===== src/hdl/bank_decode_pkg.sv =====
package bank_decode_pkg;

  // address widths
  localparam int BANK_W = 6;
  localparam int OFS_W  = 7;
  localparam int ADDR_W = 13;
  localparam int DATA_W = 8;
  localparam int CRAM_W = 4;

  // layout of one bank
  localparam logic [OFS_W-1:0] CORE_COUNT   = 7'h0C;  // core registers per bank
  localparam logic [OFS_W-1:0] PERIPH_SMALL = 7'h14;  // peripheral bytes, banks 0..59
  localparam logic [OFS_W-1:0] PERIPH_LARGE = 7'h64;  // peripheral bytes, banks 60..63
  localparam logic [OFS_W-1:0] GPR_MAX      = 7'h50;  // general purpose bytes per bank
  localparam logic [OFS_W-1:0] COMMON_BASE  = 7'h70;  // first common ram offset
  localparam int               COMMON_COUNT = 16;     // common ram bytes

  // first bank with the large peripheral area
  localparam logic [BANK_W-1:0] LARGE_BANK_FIRST = 6'h3C;

  // reset values
  localparam logic [BANK_W-1:0] BANK_RESET = 6'h00;
  localparam logic [DATA_W-1:0] DATA_ZERO  = 8'h00;
  localparam logic [ADDR_W-1:0] INDEX_ZERO = 13'h0000;

  // region of an access
  typedef enum logic [2:0] {
    REG_CORE,
    REG_PERIPH,
    REG_GPR,
    REG_COMMON,
    REG_NONE
  } region_t;

  // size of the peripheral area of a bank
  function automatic logic [OFS_W-1:0] periph_size(input logic [BANK_W-1:0] bank);
    periph_size = (bank >= LARGE_BANK_FIRST) ? PERIPH_LARGE : PERIPH_SMALL;
  endfunction

  // first offset past the peripheral area
  function automatic logic [OFS_W-1:0] gpr_base(input logic [BANK_W-1:0] bank);
    gpr_base = CORE_COUNT + periph_size(bank);
  endfunction

  // region that a bank and offset fall into
  function automatic region_t decode_region(input logic [BANK_W-1:0] bank,
                                            input logic [OFS_W-1:0]  ofs);
    logic [OFS_W-1:0] base;
    logic [OFS_W:0]   gpr_end;
    base    = gpr_base(bank);
    gpr_end = {1'b0, base} + {1'b0, GPR_MAX};
    if (ofs < CORE_COUNT)
      decode_region = REG_CORE;
    else if (ofs < base)
      decode_region = REG_PERIPH;
    else if (ofs >= COMMON_BASE)
      decode_region = REG_COMMON;
    else if ({1'b0, ofs} < gpr_end)
      decode_region = REG_GPR;
    else
      decode_region = REG_NONE;
  endfunction

  // linear index of a general purpose byte over all banks
  function automatic logic [ADDR_W-1:0] gpr_index(input logic [BANK_W-1:0] bank,
                                                  input logic [OFS_W-1:0]  ofs);
    logic [ADDR_W-1:0] prod;
    logic [OFS_W-1:0]  rel;
    prod      = ADDR_W'(bank) * ADDR_W'(GPR_MAX);
    rel       = ofs - gpr_base(bank);
    gpr_index = prod + ADDR_W'(rel);
  endfunction

endpackage


===== src/hdl/common_ram_if.sv =====
`timescale 1ns/10ps
`default_nettype none

interface common_ram_if;
  import bank_decode_pkg::*;
  logic              we;     // write strobe
  logic [CRAM_W-1:0] idx;    // byte index
  logic [DATA_W-1:0] wdata;  // write data
  logic [DATA_W-1:0] rdata;  // read data at idx

  modport owner (output we, output idx, output wdata, input rdata);
  modport store (input we, input idx, input wdata, output rdata);
endinterface

`default_nettype wire


===== src/hdl/banked_data_memory_decoder.sv =====
`timescale 1ns/10ps
`default_nettype none

module banked_data_memory_decoder
  import bank_decode_pkg::*;
(
  input  wire logic              CORE_CLK,
  input  wire logic              RST,
  input  wire logic              BANK_WE,
  input  wire logic [BANK_W-1:0] BANK_WDATA,
  input  wire logic              ACC_VALID,
  input  wire logic              ACC_INDIRECT,
  input  wire logic [OFS_W-1:0]  ACC_OFFSET,
  input  wire logic [ADDR_W-1:0] ACC_ADDR,
  input  wire logic              ACC_WRITE,
  input  wire logic [DATA_W-1:0] ACC_WDATA,
  output logic [BANK_W-1:0]      ACTIVE_BANK,
  output logic                   RESP_VALID,
  output logic [2:0]             RESP_REGION,
  output logic [BANK_W-1:0]      RESP_BANK,
  output logic [OFS_W-1:0]       RESP_OFFSET,
  output logic [OFS_W-1:0]       RESP_PERIPH_INDEX,
  output logic [ADDR_W-1:0]      RESP_GPR_INDEX,
  output logic [DATA_W-1:0]      RESP_RDATA
);

  // layout of every bank, by offset:
  //   core registers first, the same in each bank
  //   then the peripheral area, twenty or a hundred bytes by bank
  //   then up to eighty general bytes in the smaller banks
  //   the last sixteen offsets land in the shared store
  // the larger banks have no general bytes: their peripheral area
  // reaches right up to the shared store
  // core, peripheral and general bytes are not stored here and read zero
  // a pointer access names bank and offset itself, in thirteen bits
  // a direct access takes its bank from the bank select register

  // link to the shared byte store; this module drives its write side
  common_ram_if cram ();  // link to the common ram store

  // bank select state
  // written by the core, read by every direct access
  logic [BANK_W-1:0] bank_q;  // bank_select_register contents
  logic [BANK_W-1:0] bank_d;

  // response state: every field but the valid pulse loads on an access and holds until the next
  // one-cycle pulse per access
  logic              valid_q;
  logic              valid_d;
  // region the access fell into
  region_t           region_q;
  region_t           region_d;
  // bank the access landed in
  logic [BANK_W-1:0] rbank_q;
  logic [BANK_W-1:0] rbank_d;
  // offset inside that bank
  logic [OFS_W-1:0]  rofs_q;
  logic [OFS_W-1:0]  rofs_d;
  // core register number or peripheral index
  logic [OFS_W-1:0]  pidx_q;
  logic [OFS_W-1:0]  pidx_d;
  // linear index of a general byte
  logic [ADDR_W-1:0] gidx_q;
  logic [ADDR_W-1:0] gidx_d;
  // read data of the shared store
  logic [DATA_W-1:0] rdata_q;
  logic [DATA_W-1:0] rdata_d;

  // address of the current access
  logic [BANK_W-1:0] acc_bank;  // bank the access lands in
  logic [OFS_W-1:0]  acc_ofs;   // offset inside that bank
  // region decoded from bank and offset
  region_t           acc_region;

  // split the address: pointer carries its own bank, direct uses the register
  // the selected bank never reaches a pointer access
  always_comb begin
    if (ACC_INDIRECT) begin
      // pointer: upper six bits pick the bank, lower seven the offset
      acc_bank = ACC_ADDR[ADDR_W-1:OFS_W];
      acc_ofs  = ACC_ADDR[OFS_W-1:0];
    end else begin
      // direct: bank select register plus the offset of the instruction
      acc_bank = bank_q;
      acc_ofs  = ACC_OFFSET;
    end
    // one decode serves both kinds of access
    acc_region = decode_region(acc_bank, acc_ofs);
  end

  // common ram is addressed by the low offset bits only, whatever the bank
  // so a write made through one bank is read back through every other
  always_comb begin
    cram.idx   = acc_ofs[CRAM_W-1:0];
    // write data passes straight through
    cram.wdata = ACC_WDATA;
    // only accepted writes that land in the shared offsets store a byte
    cram.we    = ACC_VALID && ACC_WRITE && (acc_region == REG_COMMON);
  end

  // next bank select value
  always_comb begin
    // keep the bank unless the core writes a new one
    bank_d = bank_q;
    if (BANK_WE) begin
      // an access in this same cycle still decodes with the old bank
      bank_d = BANK_WDATA;
    end
  end

  // bank select register, cleared by reset
  always_ff @(posedge CORE_CLK) begin
    if (RST) begin
      bank_q <= BANK_RESET;
    end else begin
      bank_q <= bank_d;
    end
  end

  // next response values
  // fields hold between accesses so they stand until the next one
  always_comb begin
    valid_d  = ACC_VALID;
    region_d = region_q;
    rbank_d  = rbank_q;
    rofs_d   = rofs_q;
    pidx_d   = pidx_q;
    gidx_d   = gidx_q;
    rdata_d  = rdata_q;
    // an accepted access loads every field
    if (ACC_VALID) begin
      region_d = acc_region;
      rbank_d  = acc_bank;
      rofs_d   = acc_ofs;
      // clear what this region does not use
      pidx_d   = {OFS_W{1'b0}};
      gidx_d   = INDEX_ZERO;
      rdata_d  = DATA_ZERO;  // unimplemented and elsewhere-held bytes read zero
      unique case (acc_region)
        // core registers live in the core; same in every bank
        REG_CORE: begin
          // peripheral index carries the core register number
          pidx_d = acc_ofs;
        end
        // index inside the peripheral area
        REG_PERIPH: begin
          // counted from the end of the core registers
          pidx_d = acc_ofs - CORE_COUNT;
        end
        // linear general purpose byte
        REG_GPR: begin
          // eighty bytes per bank, laid end to end
          gidx_d = gpr_index(acc_bank, acc_ofs);
        end
        // shared bytes, old value when written in the same cycle
        REG_COMMON: begin
          // a write this cycle shows on the next read
          rdata_d = cram.rdata;
        end
        // gap between general bytes and common ram
        REG_NONE: begin
          // only reachable if the area sizes change
          rdata_d = DATA_ZERO;
        end
      endcase
    end
  end

  // response registers; reset shows no access, region unimplemented
  always_ff @(posedge CORE_CLK) begin
    if (RST) begin
      valid_q  <= 1'b0;
      region_q <= REG_NONE;
      rbank_q  <= BANK_RESET;
      rofs_q   <= {OFS_W{1'b0}};
      pidx_q   <= {OFS_W{1'b0}};
      gidx_q   <= INDEX_ZERO;
      rdata_q  <= DATA_ZERO;
    end else begin
      // load the next values
      valid_q  <= valid_d;
      region_q <= region_d;
      rbank_q  <= rbank_d;
      rofs_q   <= rofs_d;
      pidx_q   <= pidx_d;
      gidx_q   <= gidx_d;
      rdata_q  <= rdata_d;
    end
  end

  // shared byte store
  // one physical store behind offsets 70h-7Fh of every bank
  common_ram_store u_common (
    .clk (CORE_CLK),
    .rst (RST),
    .ram (cram.store)
  );

  // outputs straight from flops
  // bank select register contents
  assign ACTIVE_BANK       = bank_q;
  // response pulse and the fields that stand until the next access
  assign RESP_VALID        = valid_q;
  // region, bank, offset and indices of the last access
  assign RESP_REGION       = region_q;
  assign RESP_BANK         = rbank_q;
  assign RESP_OFFSET       = rofs_q;
  assign RESP_PERIPH_INDEX = pidx_q;
  assign RESP_GPR_INDEX    = gidx_q;
  assign RESP_RDATA        = rdata_q;

endmodule // banked_data_memory_decoder

`default_nettype wire


===== src/hdl/common_ram_store.sv =====
`timescale 1ns/10ps
`default_nettype none

module common_ram_store
  import bank_decode_pkg::*;
(
  input  wire logic       clk,
  input  wire logic       rst,
  common_ram_if.store     ram
);

  logic [DATA_W-1:0] mem_q [COMMON_COUNT];  // shared bytes
  logic [DATA_W-1:0] mem_d [COMMON_COUNT];  // next contents

  // next contents: one byte per write
  always_comb begin
    for (int i = 0; i < COMMON_COUNT; i++) begin
      mem_d[i] = mem_q[i];
    end
    if (ram.we) begin
      mem_d[ram.idx] = ram.wdata;
    end
  end

  // storage flops, cleared on reset
  always_ff @(posedge clk) begin
    for (int i = 0; i < COMMON_COUNT; i++) begin
      if (rst) begin
        mem_q[i] <= DATA_ZERO;
      end else begin
        mem_q[i] <= mem_d[i];
      end
    end
  end

  // read is combinational; the owner registers it
  assign ram.rdata = mem_q[ram.idx];

endmodule // common_ram_store

`default_nettype wire


===== config.mk =====
export PLATFORM = sky130hd
export DESIGN_NAME = banked_data_memory_decoder
export DESIGN_NICKNAME = d
export VERILOG_FILES = /design/src/hdl/bank_decode_pkg.sv /design/src/hdl/common_ram_if.sv /design/src/hdl/banked_data_memory_decoder.sv /design/src/hdl/common_ram_store.sv
export SDC_FILE = /design/constraint.sdc
export NUM_CORES = 1
export LEC_CHECK = 0
export ABC_AREA = 1
export BUFFER_PORTS_ARGS = -buffer_cell sky130_fd_sc_hd__clkbuf_2
export CORE_ASPECT_RATIO = 1.5
export CORE_UTILIZATION = 59
export DETAILED_ROUTE_END_ITERATION = 8
export PLACE_DENSITY_LB_ADDON = 0.2
export SETUP_SLACK_MARGIN = 0.3
export SYNTH_ARGS = -nofsm -noshare
export SYNTH_HDL_FRONTEND = slang
export SYNTH_SLANG_ARGS = --single-unit

===== constraint.sdc =====
create_clock -name CORE_CLK -period 2.7 [get_ports CORE_CLK]
set_input_delay 0.135 -clock CORE_CLK [delete_from_list [all_inputs] [get_ports CORE_CLK]]
set_output_delay 0.135 -clock CORE_CLK [all_outputs]
set_load 0.01 [all_outputs]

==> results of run 1 <==
path summary, 6_finish.rpt:
check | startpoint | end | slack, ns | cells past startpoint
worst max-delay path | ACTIVE_BANK[3] | RESP_GPR_INDEX[12] | 0.22 | 14
worst min-delay path | BANK_WE | ACTIVE_BANK[1] | 0.02 | 3
worst max register to register | ACTIVE_BANK[3] | RESP_GPR_INDEX[12] | 0.22 | 14
worst min register to register | u_common.mem_q[2][6] | u_common.mem_q[2][6] | 0.45 | 2
power groups by stage:
stage	Clock, mW	Combinational [mW]	Sequential (mW)
2_1_floorplan	0	0.571	2.80
3_3_place_gp	0	0.878	2.78
3_5_place_dp	0	0.891	2.78
4_1_cts	2.40	0.932	2.72
5_1_grt	2.50	1.11	2.73
6_report	2.38	1.03	2.72
registers in the layout, indices dropped and copies added (netlist names):
signal,cells
ACTIVE_BANK,6
RESP_BANK,6
RESP_GPR_INDEX,13
RESP_OFFSET,7
RESP_PERIPH_INDEX,7
RESP_RDATA,8
RESP_REGION,3
RESP_VALID,1
u_common.mem_q,128
worst reg2reg max path: cells and delay by family, from the launching register on:
kind / cells / cell delay [ns]
flip-flops: 1 / 0.32
adder cells (fa/ha/maj): 3 / 0.95
AO/OA/AOI/OAI: 2 / 0.35
AND/OR/NAND/NOR: 6 / 0.59
buffers and inverters: 3 / 0.20
per-layer routing:
metal / share of wire (%) / vias to the layer above
met4: 4.1 / 0
met3: 4.1 / 74
met2: 52 / 249
met1: 39 / 3526
met5: 0 / -
li1: - / 3823
cell type report:
| class | instances | area share, % |
|---|---|---|
| well taps | 162 | 2.09 |
| multi-input cells | 705 | 40.6 |
| clock buffers | 17 | 4.38 |
| repair buffers | 124 | 7.97 |
| inverters | 173 | 6.68 |
| clock inverters | 15 | 1.39 |
| flip-flops and latches | 179 | 36.9 |
kinds of logic after synthesis:
family | Yosys count | synth area share (%)
XOR/XNOR | 9 | 0.952
buffers and inverters | 236 | 11.2
adder cells (fa/ha/maj) | 20 | 3.20
flip-flops | 179 | 43.3
AO/OA/AOI/OAI | 357 | 23.4
AND/OR/NAND/NOR | 319 | 17.9
placed cells by master (no fill, tap or decap), types with 23 or more instances in the layout:
cell / netlist / routed
clkbuf_2: 0 / 90
a22oi_1: 27 / 27
o21ai_1: 30 / 30
nor2_1: 29 / 27
nand2_1: 205 / 198
a21oi_1: 152 / 150
inv_1: 164 / 156
buf_4: 3 / 23
dfxtp_1: 179 / 176
nand3_1: 36 / 32
o21ai_0: 127 / 127
metrics by stage:
stage | TNS (ns) | setup slack, ns | hold WS [ns]
detailed placement | -0.00680 | -0.00680 | 0.372
global placement | 0 | 0.0829 | 0.379
global route | 0 | 0.0784 | 0.0403
floorplan | 0 | 0.307 | 0.238
CTS | 0 | 0.263 | 0.0156
finish | 0 | 0.220 | 0.0174
repair_timing:
action                                 CTS  global route
pin swaps                                4            18
endpoints found under the hold margin    5             0
hold buffers                             6             0
setup endpoints to repair                5            17
resized for setup                        6            36
setup buffers                            1             5
==> impl_metrics.env, run 1 <==
export IMPL_status="finished clean"
export IMPL_final_util_pct=71.4
export IMPL_maxSlewViolCount=0
export IMPL_grt_pass1_vias=7438
export IMPL_max_freq_mhz=403
export IMPL_p_leak_nw=4.01
export IMPL_avgRoutedWirePerCell_um=16.2
export IMPL_ys_warn_count=0
export IMPL_n_antenna_cell=0
export IMPL_cts_num_sinks=179
export IMPL_drive_gt1_share_pct=19.3
export IMPL_clk_latency_ns=0.43
export IMPL_async_flop_share_pct=0
export IMPL_grt_setup_unrepaired="true"
export IMPL_worstPathRequired_ns=3.06
export IMPL_avgSynthCellArea_um2=7.40
export IMPL_die_area_um2=14500
export IMPL_synth_area_um2=8280
export IMPL_critPathMaxFanout=3
export IMPL_ant_nets=0
export IMPL_clk_pin_slew_worst_paths_ns=0.08
export IMPL_root_buffer="clkbuf_16"
export IMPL_synth_edf_count=0
export IMPL_p_total_mw=6.13
export IMPL_io_buffers=90
export IMPL_seqCellArea_um2=3590
export IMPL_critPathBufInv=3
export IMPL_layout_area_overhead_vs_synth_pct=17.3
export IMPL_synth_cell_type_count=38
export IMPL_cts_buffers=17
export IMPL_power_frac_seq_pct=44.4
export IMPL_fillCellCount=1140
export IMPL_ys_ff_latch=179
export IMPL_cp_arrival_ns=2.84
export IMPL_met3_usage_pct=4.04
export IMPL_path_cells="inv_1, nand2_2, nand2_4, inv_2, ha_1, ha_2, inv_2, fa_2, nor2_4, nand2_2, nor2_1, nand2_1, o22a_1, o21bai_2"
export IMPL_firstDrtPassIters=5
export IMPL_num_nets_final=1260
export IMPL_slowest_stage="fa_2"
export IMPL_start_kind="flop"
export IMPL_p_clk_share_pct=38.8
export IMPL_crit_family="adder cells"
export IMPL_crit_type="reg -> reg"
export IMPL_holdCritPathClass="in -> reg"
export IMPL_yosysSeqAreaShare_pct=43.3
export IMPL_cts_tree="yes"
export IMPL_stdcell_count=1375
export IMPL_synth_ff_type="dfxtp_1"
export IMPL_first_iter_violations=499
export IMPL_routed_via_density=5.58
export IMPL_hold_viol_final=0
export IMPL_vdd_drop_max_mv=0.458
export IMPL_htreeDepth=4
export IMPL_p_int_mw=4.29
export IMPL_die_width_um=98.8
export IMPL_end_kind="flop"
export IMPL_yosys_top_cells_area="dfxtp_1 (43%), nand2_1 (9.3%), a21oi_1 (9.2%)"
export IMPL_synth_nets=1180
export IMPL_routabilityCongestion=0.874
export IMPL_fin_crit_sh_pct=91.8
export IMPL_slew_limit_headroom_pct=53.5
export IMPL_io_pins=91
export IMPL_setup_viol=0
export IMPL_fp_coreArea_um2=13600
export IMPL_totalWireLength_um=22300
export IMPL_power_frac_comb_pct=16.7
export IMPL_multi_input_area_um2=3940
export IMPL_drv_max_cap_violation_count=0
export IMPL_dp_cells=1331
export IMPL_swShare_pct=30.0
export IMPL_fin_skew_ns=0.00658
export IMPL_p_switching_mw=1.84
export IMPL_critPathMaxStageDelay_ns=0.48
export IMPL_grt_total_usage_pct=30.7
export IMPL_design_area_um2=9720
export IMPL_syn_inst=1120
export IMPL_initial_core_util_pct=60.9
export IMPL_synthTopCellsByCount="nand2_1 (205), dfxtp_1 (179), inv_1 (164), a21oi_1 (152), o21ai_0 (127)"
export IMPL_grt_pass1_wl_um=35200
export IMPL_layout_min_cycle_time_ns=2.48
export IMPL_netlist_area_leader_share_pct=43.3
export IMPL_grt_busiest_layer="met2"
export IMPL_tightest_slew_ns=0.695
export IMPL_pwr_density_cell_nw_per_um2=631
export IMPL_clockBufferDepth=2
export IMPL_use_met2_pct=56.8
export IMPL_dp_hpwl_um=14700
export IMPL_placed_cell_area_um2=8870
export IMPL_drcViolationCount=0
export IMPL_grt_overflow=0
export IMPL_synth_most_common_cell="nand2_1"
export IMPL_yosys_area_top_type="dfxtp_1"
export IMPL_die_h_um=147
export IMPL_rows=52
export IMPL_met1_usage_pct=33.8
export IMPL_antenna_found_initial=0
export IMPL_vias=7672
export IMPL_grt_max_degree=61
Power figures use the tool's default switching activity.
==> run 2: changes to the inputs <==
Settings changed: CORE_UTILIZATION 59 to 53.
Clock period 2.7 ns to 2 ns, I/O delays scaled along.
==> run 2 against run 1 <==
The run now ends with setup timing left. Core utilization is 0.58 points lower. Cell count is 7.5% higher. Clock power is 51% higher.
==> impl_metrics.env, run 2 (synthesis results as in run 1) <==
export IMPL_path_cells="inv_2, nand2_2, nand2_4, nor2_4, nand2_4, ha_4, inv_2, nand3_2, nand2_1, nand2_1, nand2_1, inv_2, ha_4, a21oi_2, nand2_2, nand2_2, buf_4, xor2_1, o21bai_2"
export IMPL_totalWireLength_um=23500
export IMPL_dp_slack_ns=-0.389
export IMPL_p_leak_nw=4.43
export IMPL_cp_arrival_ns=2.63
export IMPL_max_freq_mhz=434
export IMPL_use_met2_pct=54.3
export IMPL_cts_num_sinks=179
export IMPL_crit_path_start="ACTIVE_BANK[5]"
export IMPL_first_iter_violations=540
export IMPL_clockBufferDepth=2
export IMPL_n_antenna_cell=0
export IMPL_met3_usage_pct=4.19
export IMPL_vdd_drop_max_mv=0.521
export IMPL_grt_busiest_layer="met2"
export IMPL_grt_pass1_wl_um=37900
export IMPL_num_nets_final=1326
export IMPL_io_buffers=90
export IMPL_ant_nets=0
export IMPL_stdcell_count=1478
export IMPL_status="finished with violations"
export IMPL_die_width_um=104
export IMPL_clk_pin_slew_worst_paths_ns=0.07
export IMPL_layout_setup_ws_ns=-0.302
export IMPL_dp_hpwl_um=15500
export IMPL_violations="setup timing"
export IMPL_rows=55
export IMPL_holdCritPathClass="in -> reg"
export IMPL_antenna_found_initial=0
export IMPL_fp_coreArea_um2=15200
export IMPL_clk_latency_ns=0.43
export IMPL_initial_core_util_pct=54.5
export IMPL_layout_min_cycle_time_ns=2.30
export IMPL_drv_max_cap_violation_count=0
export IMPL_r2r_start="ACTIVE_BANK[5]"
export IMPL_mostFrequentLayoutCells="nand2_1 (192), dfxtp_1 (175), inv_1 (152), a21oi_1 (148), o21ai_0 (122)"
export IMPL_root_buffer="clkbuf_16"
export IMPL_design_area_um2=10800
export IMPL_met1_usage_pct=32.3
export IMPL_grt_pass1_vias=7776
export IMPL_critPathCapture="RESP_GPR_INDEX[9]"
export IMPL_r2r_setup_slack_ns=-0.30
export IMPL_io_pins=91
export IMPL_cts_tree="yes"
export IMPL_mostFrequentLayoutCell="nand2_1"
export IMPL_vias=7930
export IMPL_drcViolationCount=0
export IMPL_grt_setup_unrepaired="true"
export IMPL_crit_type="reg -> reg"
export IMPL_setup_viol=15
export IMPL_die_h_um=155
export IMPL_grt_total_usage_pct=29.5
export IMPL_dp_cells=1423
export IMPL_end_kind="flop"
export IMPL_critPathMaxStageDelay_ns=0.34
export IMPL_drive_gt1_share_pct=25.8
export IMPL_cts_buffers=17
export IMPL_start_kind="flop"
export IMPL_grt_max_degree=52
export IMPL_tightest_slew_ns=0.644
export IMPL_die_area_um2=16100
export IMPL_grt_overflow=0
export IMPL_maxSlewViolCount=0
export IMPL_routabilityCongestion=0.917
export IMPL_slowest_stage="dfxtp_2"
export IMPL_slew_limit_headroom_pct=57.0
export IMPL_routed_via_density=5.37
export IMPL_firstDrtPassIters=5
export IMPL_fillCellCount=1213
export IMPL_fin_skew_ns=0.00875
export IMPL_top_register="u_common.mem_q"
export IMPL_reg2reg_depth=19
export IMPL_fin_crit_sh_pct=115
export IMPL_p_total_mw=8.97
export IMPL_avgRoutedWirePerCell_um=15.9
export IMPL_largest_reg_flops=128
export IMPL_pwr_density_cell_nw_per_um2=832
export IMPL_worstPathRequired_ns=2.32
export IMPL_hold_viol_final=0
export IMPL_reg2reg_to="RESP_GPR_INDEX[9]"
export IMPL_critPathMaxFanout=4
export IMPL_htreeDepth=4
export IMPL_layout_area_overhead_vs_synth_pct=30.1
export IMPL_placed_cell_area_um2=9580
-- run 2: worst max-delay path: cells and delay by family (launching register included) --
family          cells  cell delay [ns]
fa+ha+maj           2             0.40
xor+xnor            1             0.17
simple gates       10             0.81
compound gates      2             0.23
flops               1             0.34
buf+inv             4             0.25
-- run 2: where the power goes --
| group | internal (mW) | switching [mW] | total [mW] |
|---|---|---|---|
| Sequential | 3.64 | 0.0405 | 3.68 |
| Combinational | 0.711 | 0.976 | 1.69 |
| Clock | 2.11 | 1.49 | 3.60 |
-- run 2: through the flow --
stage          hold slack (ns)  utilization [%]  setup TNS (ns)
5_1_grt                 0.0532             70.9           -4.35
3_3_place_gp             0.334             63.0           -1.53
2_1_floorplan            0.203                -          -0.590
4_1_cts                 0.0298             69.7           -1.77
6_report                0.0368             70.9           -2.28
3_5_place_dp             0.333             63.0           -2.15
-- run 2: repair_timing --
action | CTS | global route
pin swaps | 20 | 23
hold endpoints to repair | 5 | 0
gates resized for setup | 48 | 32
hold buffers | 7 | 0
buffers inserted | 12 | 4
endpoints found under the setup margin | 20 | 64
gates cloned | 0 | 0
-- run 2: area by class of cell --
type | instances | area, um^2 | area share (%)
Sequential cell | 179 | 3590 | 33.3
Tap cell | 199 | 249 | 2.31
Clock inverter | 14 | 201 | 1.87
Timing Repair Buffer | 190 | 1450 | 13.4
Clock buffer | 18 | 429 | 3.98
Inverter | 173 | 652 | 6.05
Multi-Input combinational cell | 705 | 4210 | 39.1
-- run 2: how the worst min path moves through the flow --
stage / start / endpoint / cells after the start
4_1_cts: BANK_WDATA[3] / ACTIVE_BANK[3] / 3
3_3_place_gp: BANK_WDATA[1] / ACTIVE_BANK[1] / 3
3_5_place_dp: BANK_WDATA[0] / ACTIVE_BANK[0] / 3
6_report: ACC_VALID / RESP_REGION[2] / 3
2_1_floorplan: ACC_VALID / RESP_REGION[2] / 2
5_1_grt: ACC_VALID / RESP_REGION[2] / 3
-- run 2: layer usage --
layer,routed length [um],vias to the layer above
met5,0,-
met4,942,0
li1,-,3947
met3,745,68
met1,9290,3695
met2,12500,220
